## src/tccu_pkg.sv

```systemverilog
// Constants of the timer capture/compare unit: register indices, field
// positions, reset values and timing counts.
// Assumes a 20 MHz bus clock and APB register access, one word per index.
package tccu_pkg;

    // ****************************************************************
    // Register indices (byte address = 4 * index)
    // ****************************************************************
    localparam logic [5:0] IDX_TIMER_CONTROL      = 6'h12;
    localparam logic [5:0] IDX_TIMER_FLAGS        = 6'h13;
    localparam logic [5:0] IDX_CAPTURE_VALUE_HIGH = 6'h14;
    localparam logic [5:0] IDX_CAPTURE_VALUE_LOW  = 6'h15;
    localparam logic [5:0] IDX_COMPARE_VALUE_HIGH = 6'h16;
    localparam logic [5:0] IDX_COMPARE_VALUE_LOW  = 6'h17;
    localparam logic [5:0] IDX_COUNTER_HIGH_BYTE  = 6'h18;
    localparam logic [5:0] IDX_COUNTER_LOW_BYTE   = 6'h19;
    localparam logic [5:0] IDX_ANALOG_CONTROL     = 6'h1D;

    // ****************************************************************
    // Field positions
    // ****************************************************************
    localparam int CTL_CAPTURE_IRQ_ENABLE  = 7;
    localparam int CTL_COMPARE_IRQ_ENABLE  = 6;
    localparam int CTL_OVERFLOW_IRQ_ENABLE = 5;
    localparam int CTL_CAPTURE_EDGE_SELECT = 1;
    localparam int CTL_COMPARE_OUT_LEVEL   = 0;
    localparam int FLG_CAPTURE             = 7;
    localparam int FLG_COMPARE             = 6;
    localparam int FLG_OVERFLOW            = 5;
    localparam int ANA_CAPTURE_SOURCE      = 0;

    // ****************************************************************
    // Reset values and timing
    // ****************************************************************
    localparam logic [15:0] COUNTER_RESET   = 16'hFFFC;
    localparam logic [15:0] COUNTER_ALL_ONE = 16'hFFFF;
    localparam logic [15:0] COUNTER_STEP    = 16'h0001;
    localparam logic [1:0]  PRESCALE_LAST   = 2'h3;  // Divide by four
    localparam logic [1:0]  PRESCALE_FIRST  = 2'h0;
    localparam logic [1:0]  PRESCALE_STEP   = 2'h1;

endpackage

```

## src/tccu_top.sv

```systemverilog
// Timer capture/compare unit: 16-bit free-running counter with input
// capture and output compare, registers reached over APB.
// Assumes all inputs but the capture pin synchronous to pclk; comparator flag comes from an
// on-chip block, the capture pin from outside through a three-stage synchroniser.
//
// The APB slave port was left to the implementer.
`timescale 1ns/10ps

module tccu_top
(
    // Clock, reset, enable
    input  wire logic        pclk,
    input  wire logic        presetn,
    input  wire logic        ce,
    // APB slave
    input  wire logic        psel,
    input  wire logic        penable,
    input  wire logic        pwrite,
    input  wire logic [7:0]  paddr,
    input  wire logic [31:0] pwdata,
    output logic             pready,
    output logic [31:0]      prdata,
    output logic             pslverr,
    // Event sources
    input  wire logic        capture_input_pin,
    input  wire logic        comparator_two_flag,
    // Compare pin and port direction
    input  wire logic        compare_pin_is_output,
    output logic             compare_output_pin,
    output logic             compare_output_oe_n,
    // Interrupt request
    output logic             timer_irq
);

    // ****************************************************************
    // State
    // ****************************************************************
    typedef struct packed {
        logic [1:0]  presc;
        logic [15:0] count;
        logic [15:0] cap;
        logic [15:0] cmpv;
        logic        capture_irq_enable;
        logic        compare_irq_enable;
        logic        overflow_irq_enable;
        logic        edge_sel;
        logic        compare_output_level;
        logic        src_sel;
        logic        capture_flag;
        logic        compare_flag;
        logic        overflow_flag;
        logic        arm_icf;
        logic        arm_ocf;
        logic        arm_tof;
        logic        cap_block;
        logic        cmp_inhibit;
        logic        s1;
        logic        s2;
        logic        s3;
        logic        cmp_q;
        logic [15:0] c1;
        logic [15:0] c2;
        logic        out_latch;
        logic        oe_n;
        logic        irq;
        logic        ready;
        logic [31:0] rdata;
        logic        slverr;
    } tccu_state_s;

    tccu_state_s st;
    tccu_state_s next_st;

    logic [5:0]  idx;
    logic        mapped;
    logic        acc_done;
    logic        acc_rd;
    logic        acc_wr;
    logic        tick;
    logic        cmp_hit;
    logic        pin_edge;
    logic        flag_edge;
    logic        cap_hit;
    logic [15:0] cap_value;
    logic [7:0]  rd_byte;

    // ****************************************************************
    // Bus decode
    // ****************************************************************
    // Word index and completion of an access phase
    assign idx      = paddr[7:2];
    assign acc_done = psel && penable && st.ready;
    assign acc_rd   = acc_done && !pwrite;
    assign acc_wr   = acc_done && pwrite;

    // Map check: aligned word at one of the known indices
    always_comb
    begin
        mapped = 1'b0;
        if (paddr[1:0] == 2'b00)
        begin
            unique case (idx)
                tccu_pkg::IDX_TIMER_CONTROL,
                tccu_pkg::IDX_TIMER_FLAGS,
                tccu_pkg::IDX_CAPTURE_VALUE_HIGH,
                tccu_pkg::IDX_CAPTURE_VALUE_LOW,
                tccu_pkg::IDX_COMPARE_VALUE_HIGH,
                tccu_pkg::IDX_COMPARE_VALUE_LOW,
                tccu_pkg::IDX_COUNTER_HIGH_BYTE,
                tccu_pkg::IDX_COUNTER_LOW_BYTE,
                tccu_pkg::IDX_ANALOG_CONTROL: mapped = 1'b1;
                default:                      mapped = 1'b0;
            endcase
        end
    end

    // Read data of the addressed byte register
    always_comb
    begin
        rd_byte = 8'h00;
        unique case (idx)
            tccu_pkg::IDX_TIMER_CONTROL:
            begin
                rd_byte[tccu_pkg::CTL_CAPTURE_IRQ_ENABLE]  = st.capture_irq_enable;
                rd_byte[tccu_pkg::CTL_COMPARE_IRQ_ENABLE]  = st.compare_irq_enable;
                rd_byte[tccu_pkg::CTL_OVERFLOW_IRQ_ENABLE] = st.overflow_irq_enable;
                rd_byte[tccu_pkg::CTL_CAPTURE_EDGE_SELECT] = st.edge_sel;
                rd_byte[tccu_pkg::CTL_COMPARE_OUT_LEVEL]   = st.compare_output_level;
            end
            tccu_pkg::IDX_TIMER_FLAGS:
            begin
                rd_byte[tccu_pkg::FLG_CAPTURE]  = st.capture_flag;
                rd_byte[tccu_pkg::FLG_COMPARE]  = st.compare_flag;
                rd_byte[tccu_pkg::FLG_OVERFLOW] = st.overflow_flag;
            end
            tccu_pkg::IDX_CAPTURE_VALUE_HIGH: rd_byte = st.cap[15:8];
            tccu_pkg::IDX_CAPTURE_VALUE_LOW:  rd_byte = st.cap[7:0];
            tccu_pkg::IDX_COMPARE_VALUE_HIGH: rd_byte = st.cmpv[15:8];
            tccu_pkg::IDX_COMPARE_VALUE_LOW:  rd_byte = st.cmpv[7:0];
            tccu_pkg::IDX_COUNTER_HIGH_BYTE:  rd_byte = st.count[15:8];
            tccu_pkg::IDX_COUNTER_LOW_BYTE:   rd_byte = st.count[7:0];
            tccu_pkg::IDX_ANALOG_CONTROL:
                rd_byte[tccu_pkg::ANA_CAPTURE_SOURCE] = st.src_sel;
            default:                          rd_byte = 8'h00;
        endcase
    end

    // ****************************************************************
    // Event detection
    // ****************************************************************
    // Prescaler end, compare match and capture edges
    assign tick      = (st.presc == tccu_pkg::PRESCALE_LAST);
    assign cmp_hit   = (st.presc == tccu_pkg::PRESCALE_FIRST) &&
                       !st.cmp_inhibit &&
                       (st.count == st.cmpv);
    assign pin_edge  = st.edge_sel ? (st.s2 && !st.s3)
                                   : (!st.s2 && st.s3);
    assign flag_edge = st.edge_sel ? (comparator_two_flag && !st.cmp_q)
                                   : (!comparator_two_flag && st.cmp_q);
    assign cap_hit   = (st.src_sel ? flag_edge : pin_edge) &&
                       !st.cap_block;
    // Value one above the counter before the transition
    assign cap_value = st.src_sel ?
                       16'(st.count + tccu_pkg::COUNTER_STEP) :
                       16'(st.c2 + tccu_pkg::COUNTER_STEP);

    // ****************************************************************
    // Next state
    // ****************************************************************
    always_comb
    begin
        next_st = st;

        // Synchroniser, counter alignment and comparator history
        next_st.s1    = capture_input_pin;
        next_st.s2    = st.s1;
        next_st.s3    = st.s2;
        next_st.c1    = st.count;
        next_st.c2    = st.c1;
        next_st.cmp_q = comparator_two_flag;

        // Prescaler and counter
        next_st.presc = 2'(st.presc + tccu_pkg::PRESCALE_STEP);
        if (tick)
        begin
            next_st.count = 16'(st.count + tccu_pkg::COUNTER_STEP);
        end

        // Bus answer: ready in the first cycle of the access phase
        next_st.ready  = psel && !penable;
        next_st.slverr = psel && !penable && !mapped;
        if (psel && !penable)
        begin
            next_st.rdata = mapped ? {24'h00_0000, rd_byte} : 32'h0000_0000;
        end

        // Register writes (status and read-only bytes ignore them)
        if (acc_wr && mapped)
        begin
            unique case (idx)
                tccu_pkg::IDX_TIMER_CONTROL:
                begin
                    next_st.capture_irq_enable = pwdata[tccu_pkg::CTL_CAPTURE_IRQ_ENABLE];
                    next_st.compare_irq_enable = pwdata[tccu_pkg::CTL_COMPARE_IRQ_ENABLE];
                    next_st.overflow_irq_enable = pwdata[tccu_pkg::CTL_OVERFLOW_IRQ_ENABLE];
                    next_st.edge_sel =
                        pwdata[tccu_pkg::CTL_CAPTURE_EDGE_SELECT];
                    next_st.compare_output_level = pwdata[tccu_pkg::CTL_COMPARE_OUT_LEVEL];
                end
                tccu_pkg::IDX_COMPARE_VALUE_HIGH:
                begin
                    next_st.cmpv[15:8]  = pwdata[7:0];
                    next_st.cmp_inhibit = 1'b1;
                end
                tccu_pkg::IDX_COMPARE_VALUE_LOW:
                begin
                    next_st.cmpv[7:0]   = pwdata[7:0];
                    next_st.cmp_inhibit = 1'b0;
                end
                tccu_pkg::IDX_ANALOG_CONTROL:
                    next_st.src_sel = pwdata[tccu_pkg::ANA_CAPTURE_SOURCE];
                default:
                    next_st.src_sel = st.src_sel;
            endcase
        end

        // Read side effects: arming, capture blocking, flag clearing
        if (acc_rd && mapped)
        begin
            unique case (idx)
                tccu_pkg::IDX_TIMER_FLAGS:
                begin
                    next_st.arm_icf = st.capture_flag;
                    next_st.arm_ocf = st.compare_flag;
                    next_st.arm_tof = st.overflow_flag;
                end
                tccu_pkg::IDX_CAPTURE_VALUE_HIGH:
                    next_st.cap_block = 1'b1;
                tccu_pkg::IDX_CAPTURE_VALUE_LOW:
                begin
                    next_st.cap_block = 1'b0;
                    if (st.arm_icf)
                    begin
                        next_st.capture_flag     = 1'b0;
                        next_st.arm_icf = 1'b0;
                    end
                end
                tccu_pkg::IDX_COUNTER_LOW_BYTE:
                begin
                    if (st.arm_tof)
                    begin
                        next_st.overflow_flag     = 1'b0;
                        next_st.arm_tof = 1'b0;
                    end
                end
                default:
                    next_st.cap_block = st.cap_block;
            endcase
        end

        // Compare low byte access of either direction clears armed flag
        if (acc_done && mapped && st.arm_ocf &&
            (idx == tccu_pkg::IDX_COMPARE_VALUE_LOW))
        begin
            next_st.compare_flag     = 1'b0;
            next_st.arm_ocf = 1'b0;
        end

        // Events set flags; a set wins over a clear in the same cycle
        if (cap_hit)
        begin
            next_st.cap = cap_value;
            next_st.capture_flag = 1'b1;
        end
        if (cmp_hit)
        begin
            next_st.out_latch = st.compare_output_level;
            next_st.compare_flag       = 1'b1;
        end
        if (tick && (st.count == tccu_pkg::COUNTER_ALL_ONE))
        begin
            next_st.overflow_flag = 1'b1;
        end

        // Pin drive and interrupt request
        next_st.oe_n = !compare_pin_is_output;
        next_st.irq  = (st.capture_flag && st.capture_irq_enable) ||
                       (st.compare_flag && st.compare_irq_enable) ||
                       (st.overflow_flag && st.overflow_irq_enable);
    end

    // ****************************************************************
    // State register
    // ****************************************************************
    // Capture, compare value, edge select and flags keep through reset
    always_ff @(posedge pclk or negedge presetn)
    begin
        if (!presetn)
        begin
            st.presc       <= tccu_pkg::PRESCALE_FIRST;
            st.count       <= tccu_pkg::COUNTER_RESET;
            st.capture_irq_enable        <= 1'b0;
            st.compare_irq_enable        <= 1'b0;
            st.overflow_irq_enable        <= 1'b0;
            st.compare_output_level        <= 1'b0;
            st.src_sel     <= 1'b0;
            st.arm_icf     <= 1'b0;
            st.arm_ocf     <= 1'b0;
            st.arm_tof     <= 1'b0;
            st.cap_block   <= 1'b0;
            st.cmp_inhibit <= 1'b0;
            st.s1          <= 1'b0;
            st.s2          <= 1'b0;
            st.s3          <= 1'b0;
            st.cmp_q       <= 1'b0;
            st.c1          <= 16'h0000;
            st.c2          <= 16'h0000;
            st.out_latch   <= 1'b0;
            st.oe_n        <= 1'b1;
            st.irq         <= 1'b0;
            st.ready       <= 1'b0;
            st.rdata       <= 32'h0000_0000;
            st.slverr      <= 1'b0;
        end
        else if (ce)
        begin
            st <= next_st;
        end
    end

    // Outputs straight from flip-flops
    assign pready              = st.ready;
    assign prdata              = st.rdata;
    assign pslverr             = st.slverr;
    assign compare_output_pin  = st.out_latch;
    assign compare_output_oe_n = st.oe_n;
    assign timer_irq           = st.irq;
endmodule

```

## config.mk

```make
export PLATFORM = sky130hd
export DESIGN_NAME = tccu_top
export DESIGN_NICKNAME = d
export VERILOG_FILES = /design/src/tccu_pkg.sv /design/src/tccu_top.sv
export SDC_FILE = /design/constraint.sdc
export NUM_CORES = 1
export LEC_CHECK = 0
export ABC_CLOCK_PERIOD_IN_PS = 5400
export BUFFER_PORTS_ARGS = -buffer_cell sky130_fd_sc_hd__buf_2
export CAP_MARGIN = 20
export CORE_ASPECT_RATIO = 1.75
export CORE_MARGIN = 2
export CORE_UTILIZATION = 60
export CTS_CLUSTER_SIZE = 20
export DETAILED_ROUTE_END_ITERATION = 7
export PLACE_DENSITY = 0.92
export SYNTH_ARGS = -nofsm -noshare
export SYNTH_HDL_FRONTEND = slang
export SYNTH_SLANG_ARGS = --single-unit
```

## constraint.sdc

```tcl
create_clock -name pclk -period 5.4 [get_ports pclk]
set_clock_uncertainty 0.1 [all_clocks]
set_input_delay 1.08 -clock pclk [delete_from_list [all_inputs] [get_ports pclk]]
set_output_delay 1.08 -clock pclk [all_outputs]
set_load 0.02 [all_outputs]
```

; ---- Yosys cells after proc, flatten, opt, wreduce, memory -nomap -nowiden
; Memory sizes are Yosys's and may differ from the RTL's.
; Index checks and enable logic that the tools add are counted.
[word_totals]
ff_bits = 137
rom_bits = 32
input_bits = 49
output_inout_bits = 37
elab_cells = 137
memories = 1
[op_classes]
addsub = 3
n_eq_ne = 12
n_mux = 24
n_reduce_logical = 66
[mem_list]
columns = name, words, word_bits, rd, rd_ports_with_merged_regs, wr, line_no
row1 = (no name shown), 32, 1, 1, 0, 0, tccu_top.sv:102  ; unique case (idx)
[op_table]
columns = cell, n
row1 = == test 6 x 5 -> 1 bit (second input constant), 9
row2 = adder 16 x 1 -> 16 bit (second input constant), 2
row3 = AND reduction 3 bit, 9
row4 = nonzero test 2 bit, 13
row5 = one-hot mux 3 bit (8 select lines), 1
row6 = logical AND 1 bit, 22
row7 = one-hot mux 3 bit (6 select lines), 1
row8 = == test 16 bit, 1
row9 = == test 16 bit (second input constant), 1
row10 = 2-to-1 mux 16 bit, 1
row11 = 2-to-1 mux 1 bit, 13
row12 = AND reduction 4 bit, 3
row13 = zero test 1 bit, 10
row14 = AND reduction 5 bit, 2
row15 = 2-to-1 mux 8 bit, 1
row16 = one-hot mux 1 bit (2 select lines), 4
row17 = one-hot mux 1 bit (8 select lines), 1
row18 = one-hot mux 1 bit (7 select lines), 1
row19 = AND reduction 2 bit, 3
row20 = 2-to-1 mux 5 bit, 1
row21 = zero test 2 bit, 2
row22 = adder 2 x 1 -> 2 bit (second input constant), 1
row23 = == test 2 bit (second input constant), 1
row24 = logical OR 1 bit, 2

; ---- Depth between registers and ports, before layout
; Gate-level depths: netlist (run 1).
; An unclocked memory read counts as a cell.
[logic_depth]
ltp_word = 8
depth_mapped = 7
depth_no_buf = 6

; ---- Least setup slack after synthesis (run 1)
; No wires, ideal clock.
[synth_timing]
path_type = input-to-reg
startpoint = in ce
endpoint = reg st[103] in the netlist's numbering (enable)
setup_ns = 0.374
arrival_time_ns = 2.212
t_required_ns = 4.926
setup_slack_ns = 2.714
cell_stages = 4
path_buffers = 3
cell_sequence = clkbuf_1 buf_2 buf_2 and3_1
[synth_via]
elab_chain_cells = 1
[synth_rtl]
columns = item, line_no
row1 = from (decl), tccu_top.sv:14  ; input wire logic ce,
row2 = AND reduction 3 bit (no line), --
row3 = to (decl), tccu_top.sv:71  ; tccu_state_s st;
; No other way between the ends.
; A chain may end at the register's enable or synchronous reset.

; ---- Final worst setup path (run 1)
[layout_timing]
startpoint = in paddr[2]
endpoint = reg st[78] in the netlist's numbering (enable)
[layout_via]
elab_chain_cells = 6
elab_cells_between_ends = 8
cone_classes = eq/ne (1) / mux (2) / reduce/logical (4) / memory (1)
[layout_rtl]
columns = item, line_no
row1 = from (decl), tccu_top.sv:19  ; input wire logic [7:0] paddr,
row2 = memory (32 x 1 bit), --
row3 = 2-to-1 mux 1 bit, tccu_top.sv:102
row4 = 2-to-1 mux 1 bit, tccu_top.sv:100  ; if (paddr[1:0] == 2'b00)
row5 = logical AND 1 bit, tccu_top.sv:228  ; if (acc_rd && mapped)
row6 = nonzero test 2 bit (no line), --
row7 = AND reduction 5 bit (no line) (*), --
; Mark *: on every way between the ends. The rest lies on a longest branch, timed or not.

==> results of run 1 <==
cell families (layout without fill, tap and decap cells):
logic type	after synthesis	after routing	synth area share, %
compound gates	59	59	6.85
simple gates	154	154	14.9
flops	113	113	48.9
fa+ha+maj	4	4	0.808
xor+xnor	60	60	8.48
buf+inv	83	85	8.28
other cells	1	24	0.0605
mux	62	62	11.7
sequential cells by signal, indices dropped and copies added (netlist names):
signal and flops:
compare_output_oe_n 1, compare_output_pin 1, pslverr 1, timer_irq 1
prdata 8, pready 1, st 66, next_st 34
worst paths after layout:
check	from	to	slack, ps	cells after the start
setup reg to reg	next_st[53]$_DFFE_PN0P_	st[115]$_DFFE_PP_	2930	6
hold / removal	prdata[1]$_DFFE_PN0P_	prdata[1]$_DFFE_PN0P_	370	2
min in group asynchronous	presetn	st[81]$_DFFE_PN0P_	420	1
hold reg to reg	prdata[1]$_DFFE_PN0P_	prdata[1]$_DFFE_PN0P_	370	2
max in group asynchronous	presetn	st[47]$_DFFE_PN0P_	3680	2
setup / recovery	paddr[2]	st[78]$_SDFFCE_PP1P_	2400	6
placed cells by master (no fill, tap or decap), types with 4 or more instances in the layout:
master     synthesis  layout
mux4_2             4       4
mux2i_1           14      14
nand2_1           36      36
buf_4             38       4
a222oi_1           5       5
xor2_1            24      24
nor2_1            26      26
a21oi_1            8       8
dfstp_2           15      15
bufinv_16          0       4
dfrtp_1           62      62
and4_1             5       5
inv_1             13      13
ha_1               4       4
nand3_1           21      21
buf_2             16      36
xnor2_1           36      36
mux2_2            44      44
clkbuf_16          0      17
nand4_1           11      11
nor3_1             9       9
and3_1            14      14
o21ai_0           16      16
o41ai_1            4       4
edfxtp_1          36      36
conb_1             1      24
per-stage QoR:
stage | power (W) | hold slack, ps | area, sq um
6_report | 0.00253 | 366 | 6800
4_1_cts | 0.00252 | 368 | 6800
3_3_place_gp | 0.00133 | 350 | 6180
2_1_floorplan | 0.00128 | 340 | 6280
3_5_place_dp | 0.00136 | 355 | 6180
5_1_grt | 0.00260 | 403 | 6800
power groups by stage:
stage / combinational, W / sequential (W) / clock, W
4_1_cts: 0.000299 / 0.00106 / 0.00117
6_report: 0.000303 / 0.00106 / 0.00116
5_1_grt: 0.000329 / 0.00107 / 0.00120
3_5_place_dp: 0.000292 / 0.00107 / 0
2_1_floorplan: 0.000264 / 0.00102 / 0
3_3_place_gp: 0.000271 / 0.00106 / 0
routing by layer:
layer | routed length, um | GRT usage (%) | vias up | part of all wire [%]
met5 | 0 | 0 | - | 0
met4 | 1230 | 23.5 | 0 | 8.0
met3 | 1210 | 6.72 | 106 | 7.9
met2 | 7870 | 48.1 | 325 | 51
met1 | 4990 | 32.1 | 2210 | 33
li1 | - | - | 1894 | -
critical path, delay by kind of cell:
family,cells,cell delay (ps)
and+or+nand+nor,4,1320
buffers and inverters,1,400
AOI/OAI and AO/OA,1,220
cell type report:
type / instances / area, sq um
flip-flops and latches: 113 / 3030
well taps: 127 / 159
fillers: 693 / 3380
multi-input cells: 363 / 2740
clock buffers: 21 / 450
clock inverters: 11 / 161
repair buffers: 40 / 210
inverters: 13 / 48.8
==> results.yml, run 1 <==
floorplan:
  fp-row-count: 49
  io_pins: 86
  die_h_um: 138
  start_util_pct: 60.9
  fp.dieW_um: 80.8
  die_area_sq_mm: 0.0112
  core-area_sq_mm: 0.0102
clock_tree:
  clk_path_buf_depth: 2
  cts_hold_buf: 0
  clkTransAtPathRegs_ps: 50
  cts_root_buf: "clkbuf_16"
  cts_num_sinks: 113
  cts_buffers: 17
  h-tree-depth: 4
  postCtsResizedCells: 0
  clock_latency_ps: 420
  postCtsSetupRepairBufs: 0
  cts_tree: "done"
finish:
  final_layout_size_suffix_gt1_share_pct: 26.2
  area_growth_syn_to_layout_pct: 9.74
  fin_nets: 601
  diodes: 0
  instances_no_fill: 688
  fin_util_pct: 66.8
power_and_ir_drop:
  p_int_w: 0.00188
  p_switching_w: 0.000650
  p_clk_share_pct: 45.9
  seq_power_share_pct: 42.1
  swShare_pct: 25.7
  p_leak_nw: 2.82
  p_comb_share_pct: 12.0
  peakVddDrop_uv: 273
  p_per_area_mw_per_mm2: 372
global_routing:
  grt.overflow.total: 0
  grtUsageTotal_pct: 29.6
  grt_pass1_wl_um: 24700
  grt_pass1_vias: 4641
  antenna_found_initial: 0
  grt_max_degree: 69
synthesis:
  synth_top_area_share_pct: 25.1
  synth-seq-area-share_pct: 48.9
  synth_edf_count: 36
  ys_types: 66
  syn_avg_cell_area_sq_um: 11.6
  yosys-top-cells-count: "62 x dfrtp_1, 44 x mux2_2, 38 x buf_4"
  synth_top_cell_by_area: "dfrtp_1"
  synth_warnings: 0
  async_reset_ff_share_pct: 68.1
  synth.area.top_cells: "dfrtp_1 25%, edfxtp_1 17%, mux2_2 8.0%"
  synthFlopType: "dfrtp_1"
  synthCells: 536
  synth.cell_area_sq_mm: 0.00619
  ys_ff_latch: 113
  post-synth-top-count-cell: "dfrtp_1"
critical_path:
  slowest_delay_ps: 560
  crit_arrival_ps: 3040
  crit_path_max_fanout: 18
  crit_path_end_kind: "flop"
  worstSetupPathType: "in -> reg"
  cp_slowest_cell: "nor3_2"
  crit_path_start_kind: "input pin"
  crit_required_ps: 5440
  crit_chain: "buf_2, nand2b_2, nor3_2, nand2_1, nor4_1, o211a_1"
sta:
  tns_ps: 0
  rsz0062_at_grt: "false"
  min_period_ps: 3000
  period_share_pct: 55.5
  tightest_slew_ps: 1010
  max-slew-margin-rel_pct: 33.0
  slew_viol_final: 0
  setup_ws_ps: 2400
  hold_viol: 0
  finalSetupViolCount: 0
  fmax_ghz: 0.334
place:
  io_buffers: 37
  dp_hpwl_um: 10300
  preCtsSetupSlack_ps: 2130
  gp_congestion: 0.970
  dp_cells: 656
detailed_routing:
  drt_iter0_drc: 565
  via_per_inst: 6.59
  drt-wirelength-per-cell_um: 22.2
  antenna_left: 0
  routed_wl_um: 15300
  route.detailed.drc: 0
  vias: 4535
  first_pass_iters: 7
run_status:
  status: "finished clean"
min_path:
  hold_path_class: "reg -> reg"
job:
  cap_violations: 0
No activity file was read; power rests on OpenSTA's default activity.
==> inputs of run 2 (changes only) <==
==> config.mk (replaced) <==
export PLATFORM = sky130hd
export DESIGN_NAME = tccu_top
export DESIGN_NICKNAME = d
export VERILOG_FILES = /design/src/tccu_pkg.sv /design/src/tccu_top.sv
export SDC_FILE = /design/constraint.sdc
export NUM_CORES = 1
export LEC_CHECK = 0
export ABC_CLOCK_PERIOD_IN_PS = 2800
export BUFFER_PORTS_ARGS = -buffer_cell sky130_fd_sc_hd__buf_2
export CAP_MARGIN = 20
export CORE_ASPECT_RATIO = 1.75
export CORE_MARGIN = 2
export CORE_UTILIZATION = 58
export CTS_CLUSTER_SIZE = 20
export DETAILED_ROUTE_END_ITERATION = 7
export PLACE_DENSITY = 0.89
export SYNTH_ARGS = -nofsm -noshare
export SYNTH_HDL_FRONTEND = slang
export SYNTH_SLANG_ARGS = --single-unit
==> constraint.sdc (replaced) <==
create_clock -name pclk -period 2.8 [get_ports pclk]
set_clock_uncertainty 0.1 [all_clocks]
set_input_delay 0.56 -clock pclk [delete_from_list [all_inputs] [get_ports pclk]]
set_output_delay 0.56 -clock pclk [all_outputs]
set_load 0.02 [all_outputs]
==> run 2 against run 1 <==
  * Sequential power rose by 93%
  * Flip-flop and latch count stayed put
  * Non-clock buffer count grew 11
  * Register-to-register slack lost 2600 ps
  * Combinational power is 94% higher
  * Final cell count increased by 1.6%
  * Global-route usage decreased by 0.93 points
==> results.yml, run 2 (synthesized netlist as in run 1, its figures left out) <==
global_routing:
  met1_usage_pct: 29.6
  use_met3_pct: 7.87
  grt_pass1_vias: 4560
  grt.overflow.total: 0
  grtUsageTotal_pct: 28.7
  grt_use_met2_pct: 47.5
  grt_max_degree: 63
  grt_pass1_wl_um: 24100
  antenna_found_initial: 0
  grt-busiest-layer: "met2"
clock_tree:
  h-tree-depth: 4
  clkTransAtPathRegs_ps: 50
  cts_buffers: 17
  clk_path_buf_depth: 2
  cts_root_buf: "clkbuf_16"
  cts_hold_buf: 1
  cts_tree: "done"
  postCtsSetupRepairBufs: 0
  cts_num_sinks: 113
  postCtsResizedCells: 0
  clock_latency_ps: 420
sta:
  finalSetupViolCount: 0
  fmax_ghz: 0.400
  rsz0062_at_grt: "false"
  fin_hold_ws_ps: 214
  slew_viol_final: 0
  max-slew-margin-rel_pct: 44.9
  period_share_pct: 89.3
  tns_ps: 0
  min_period_ps: 2500
  tightest_slew_ps: 826
  hold_viol: 0
finish:
  final_cell_mix: "62 x dfrtp_1, 44 x mux2_2"
  fin_nets: 612
  final_common_cell: "dfrtp_1"
  area_growth_syn_to_layout_pct: 11.1
  largest-register: "st"
  fin_util_pct: 66.4
  final_layout_size_suffix_gt1_share_pct: 27.4
  diodes: 0
  largest_register_ffs: 66
critical_path:
  crit_path_end_kind: "flop"
  crit_required_ps: 2830
  crit_chain: "ha_1, nand4_1, nor2_1, and4_1, o211a_1"
  cp_slowest_cell: "dfrtp_1"
  worstSetupPathType: "reg -> reg"
  path_buf_inv: 0
  cpLargestDelayFamily: "simple AND/OR/NAND/NOR gates"
  crit_path_max_fanout: 8
  slowest_delay_ps: 540
  crit_arrival_ps: 2530
  crit_path_start_kind: "flop"
detailed_routing:
  drt_iter0_drc: 402
  antenna_left: 0
  vias: 4423
  first_pass_iters: 5
  route.detailed.drc: 0
  routed_wl_um: 15200
  via_per_inst: 6.33
  drt-wirelength-per-cell_um: 21.8
power_and_ir_drop:
  p_clk_share_pct: 45.9
  p_switching_w: 0.00125
  peakVddDrop_uv: 474
  swShare_pct: 25.7
  seq_power_share_pct: 42.1
  totalPowerFinal_w: 0.00487
  p_leak_nw: 2.88
  p_per_area_mw_per_mm2: 708
  p_int_w: 0.00362
  p_comb_share_pct: 12.1
place:
  dp_hpwl_um: 10700
  io_buffers: 37
  gp_congestion: 0.956
floorplan:
  start_util_pct: 59.8
  die_area_sq_mm: 0.0116
  fp-row-count: 49
  io_pins: 86
  fp.dieW_um: 82.1
  die_h_um: 141
  core-area_sq_mm: 0.0104
job:
  cap_violations: 0
run_status:
  status: "finished clean"
min_path:
  hold_path_class: "in -> reg"
==> run 2: cell types whose count changed in the layout (fill, tap and decap cells not counted) <==
cell and change:
clkbuf_1 -2, buf_4 +10, clkinvlp_4 -1, clkinv_2 +1
dlygate4sd3_1 +1, clkinv_1 +2
==> run 2: stage by stage <==
stage / cells / area, sq um / worst slack, ps
4_1_cts: 699 / 6880 / 393
6_report: 699 / 6880 / 298
3_3_place_gp: 666 / 6260 / 400
2_1_floorplan: 559 / 6280 / 634
3_5_place_dp: 666 / 6260 / 360
5_1_grt: 699 / 6880 / 154
==> run 2: final timing paths <==
path                                          from                              end  slack (ps)  cells past startpoint
max                        next_st[53]$_DFFE_PN0P_             st[78]$_SDFFCE_PP1P_         300                      5
min                          compare_pin_is_output  compare_output_oe_n$_DFFE_PN1P_         210                      2
max reg2reg                next_st[53]$_DFFE_PN0P_             st[78]$_SDFFCE_PP1P_         300                      5
min reg2reg                  prdata[2]$_DFFE_PN0P_            prdata[2]$_DFFE_PN0P_         370                      2
max in group asynchronous                  presetn               st[50]$_DFFE_PN0P_        1070                      3
min in group asynchronous                  presetn               st[75]$_DFFE_PN0P_         470                      2
==> run 2: cell type report <==
type,count,area [sq um]
fillers,725,3480
flip-flops and latches,113,3030
multi-input cells,363,2740
clock buffers,19,443
repair buffers,51,295
clock inverters,13,166
well taps,127,159
inverters,13,48.8
==> run 2: power by group through the flow <==
| stage | sequential [W] | combinational [W] | clock, W |
|---|---|---|---|
| 3_3_place_gp | 0.00205 | 0.000546 | 0 |
| 5_1_grt | 0.00207 | 0.000645 | 0.00231 |
| 2_1_floorplan | 0.00197 | 0.000509 | 0 |
| 4_1_cts | 0.00204 | 0.000583 | 0.00224 |
| 3_5_place_dp | 0.00206 | 0.000571 | 0 |
| 6_report | 0.00205 | 0.000588 | 0.00223 |
==> run 2: routing by layer <==
layer,vias to the layer above,wire (um)
li1,1916,-
met1,2147,4990
met2,270,8030
met3,90,1070
met4,0,1150
met5,-,0
==> inputs of run 3 (changes only) <==
--- a/config.mk
+++ b/config.mk
@@ -8,12 +8,14 @@
 export ABC_CLOCK_PERIOD_IN_PS = 2800
 export BUFFER_PORTS_ARGS = -buffer_cell sky130_fd_sc_hd__buf_2
 export CAP_MARGIN = 20
+export CELL_PAD_IN_SITES_DETAIL_PLACEMENT = 1
+export CELL_PAD_IN_SITES_GLOBAL_PLACEMENT = 2
 export CORE_ASPECT_RATIO = 1.75
 export CORE_MARGIN = 2
-export CORE_UTILIZATION = 58
+export CORE_UTILIZATION = 38
 export CTS_CLUSTER_SIZE = 20
 export DETAILED_ROUTE_END_ITERATION = 7
-export PLACE_DENSITY = 0.89
+export PLACE_DENSITY = 0.88
 export SYNTH_ARGS = -nofsm -noshare
 export SYNTH_HDL_FRONTEND = slang
 export SYNTH_SLANG_ARGS = --single-unit
==> run 3 against run 2 <==
  * Non-clock buffer count up 3
  * Register-to-register slack improved by 180 ps
  * Flip-flop and latch count unchanged
  * Final cell count rose by 9.3%
  * Critical path depth stayed put
  * Via count down 4.2%
  * Routed wire length rose by 4.2%
  * Utilization decreased by 23 points
  * Hold slack improved by 4.2 ps
  * Clock power decreased by 7%
  * Power fell by 3.5%
==> results.yml, run 3 (synthesized netlist as in run 1, its figures left out) <==
run_status:
  status: "finished clean"
sta:
  max-slew-margin-rel_pct: 50.2
  hold_viol: 0
  setup_ws_ps: 480
  tightest_slew_ps: 741
  min_period_ps: 2320
  slew_viol_final: 0
  fmax_ghz: 0.431
  rsz0062_at_grt: "false"
  tns_ps: 0
  period_share_pct: 82.9
  finalSetupViolCount: 0
critical_path:
  reg2reg_depth: 5
  crit_arrival_ps: 2360
  r2r-end: "st[114]$_DFFE_PP_"
  crit_path_end_kind: "flop"
  crit_required_ps: 2840
  reg2reg_slack_ps: 480
  crit_path_max_fanout: 8
  timing.rr.start: "next_st[59]$_DFFE_PN1P_"
  worstSetupPathType: "reg -> reg"
  crit_path_start_kind: "flop"
detailed_routing:
  via_per_inst: 5.55
  drt-wirelength-per-cell_um: 20.8
  drt_iter0_drc: 229
  routed_wl_um: 15900
  vias: 4239
  route.detailed.drc: 0
  antenna_left: 0
  first_pass_iters: 7
finish:
  diodes: 0
  instances_no_fill: 764
  fin_nets: 615
  final_common_cell: "dfrtp_1"
  final_layout_size_suffix_gt1_share_pct: 28.5
  largest_register_ffs: 66
  area_growth_syn_to_layout_pct: 12.0
  largest-register: "st"
  seqCellArea_sq_mm: 0.00303
  multi_input_area_sq_mm: 0.00274
  fill_cells: 1693
  final_cell_mix: "62 x dfrtp_1, 44 x mux2_2"
  fin_util_pct: 43.5
floorplan:
  start_util_pct: 38.8
  die_h_um: 173
  die_area_sq_mm: 0.0174
  core-area_sq_mm: 0.0160
  fp-row-count: 61
  io_pins: 86
  fp.dieW_um: 101
job:
  cap_violations: 0
global_routing:
  grt_pass1_wl_um: 25800
  grt_max_degree: 59
  grt.overflow.total: 0
  antenna_found_initial: 0
  grtUsageTotal_pct: 19.6
  grt_pass1_vias: 4722
place:
  dp_cells: 731
  io_buffers: 37
  dp_hpwl_um: 12100
  gp_congestion: 0.853
  preCtsSetupSlack_ps: 281
power_and_ir_drop:
  totalPowerFinal_w: 0.00470
  p_leak_nw: 2.88
  p_per_area_mw_per_mm2: 677
  peakVddDrop_uv: 404
min_path:
  hold_path_class: "in -> reg"
  hold-path-cell-count: 2
  hold_path.startpoint: "compare_pin_is_output"
  holdPathEnd: "compare_output_oe_n$_DFFE_PN1P_"
clock_tree:
  clock_latency_ps: 420
  cts_num_sinks: 113
  cts_tree: "done"
  clk_path_buf_depth: 2
  cts_buffers: 17
  clkTransAtPathRegs_ps: 50
  cts_root_buf: "clkbuf_16"
  h-tree-depth: 4
==> run 3: changes by cell type in the layout (fill, tap and decap cells not counted), sizes merged <==
cell	delta
buf	+3
bufinv	-2
clkbuf	-1
inv	+3
==> run 3: report_power, final <==
group	total [W]	internal (W)	switching, W
Clock	0.00207	0.00130	0.000771
Sequential	0.00205	0.00186	0.000183
Combinational	0.000576	0.000262	0.000314
Total	0.00470	0.00343	0.00127
==> run 3: how the worst max path moves through the flow <==
| stage | to | from | depth (start not counted) | slack [ps] |
|---|---|---|---|---|
| 2_1_floorplan | st[103]$_DFFE_PP_ | ce | 4 | 630 |
| 3_3_place_gp | st[93]$_DFFE_PP_ | paddr[4] | 6 | 330 |
| 3_5_place_dp | st[89]$_DFFE_PP_ | paddr[4] | 6 | 280 |
| 4_1_cts | st[114]$_DFFE_PP_ | next_st[59]$_DFFE_PN1P_ | 5 | 470 |
| 5_1_grt | next_st[64]$_DFFE_PN1P_ | next_st[55]$_DFFE_PN1P_ | 5 | 270 |
| 6_report | st[114]$_DFFE_PP_ | next_st[59]$_DFFE_PN1P_ | 5 | 480 |
==> run 3: area by class of cell <==
type	count	area share [%]
Clock buffer	18	6.19
Clock inverter	14	2.00
Inverter	13	0.703
Multi-Input combinational cell	363	39.5
Sequential cell	113	43.6
Tap cell	189	3.41
Timing Repair Buffer	54	4.58
==> run 3: per-layer routing <==
layer  part of all wire, %  wire, um  GRT usage [%]  vias to the layer above
li1                      -         -              -                     1911
met5                     0         0              0                        -
met1                    34      5470           19.2                     2141
met2                    56      8860           35.8                      128
met4                   6.6      1060           14.3                        0
met3                   3.1       498           3.44                       59
==> run 3: timing repair <==
| item | in CTS | in global routing |
|---|---|---|
| endpoints found under the hold margin | 19 | 0 |
| setup buffers | 0 | 0 |
| hold buffers | 1 | 0 |
| gates resized for setup | 0 | 0 |
==> run 3: per-stage QoR <==
stage,cell area [sq um],hold slack (ps)
6_report,6940,218
5_1_grt,6940,233
4_1_cts,6940,217
3_5_place_dp,6360,357
3_3_place_gp,6360,349
2_1_floorplan,6280,164
==> run 3: worst max-delay path, cell delays in order (launching register included) <==
cell and delay, ps:
dfstp_2 650, nand4_1 170, nor3_1 630, and3_1 270
xnor2_1 110, mux2i_1 110
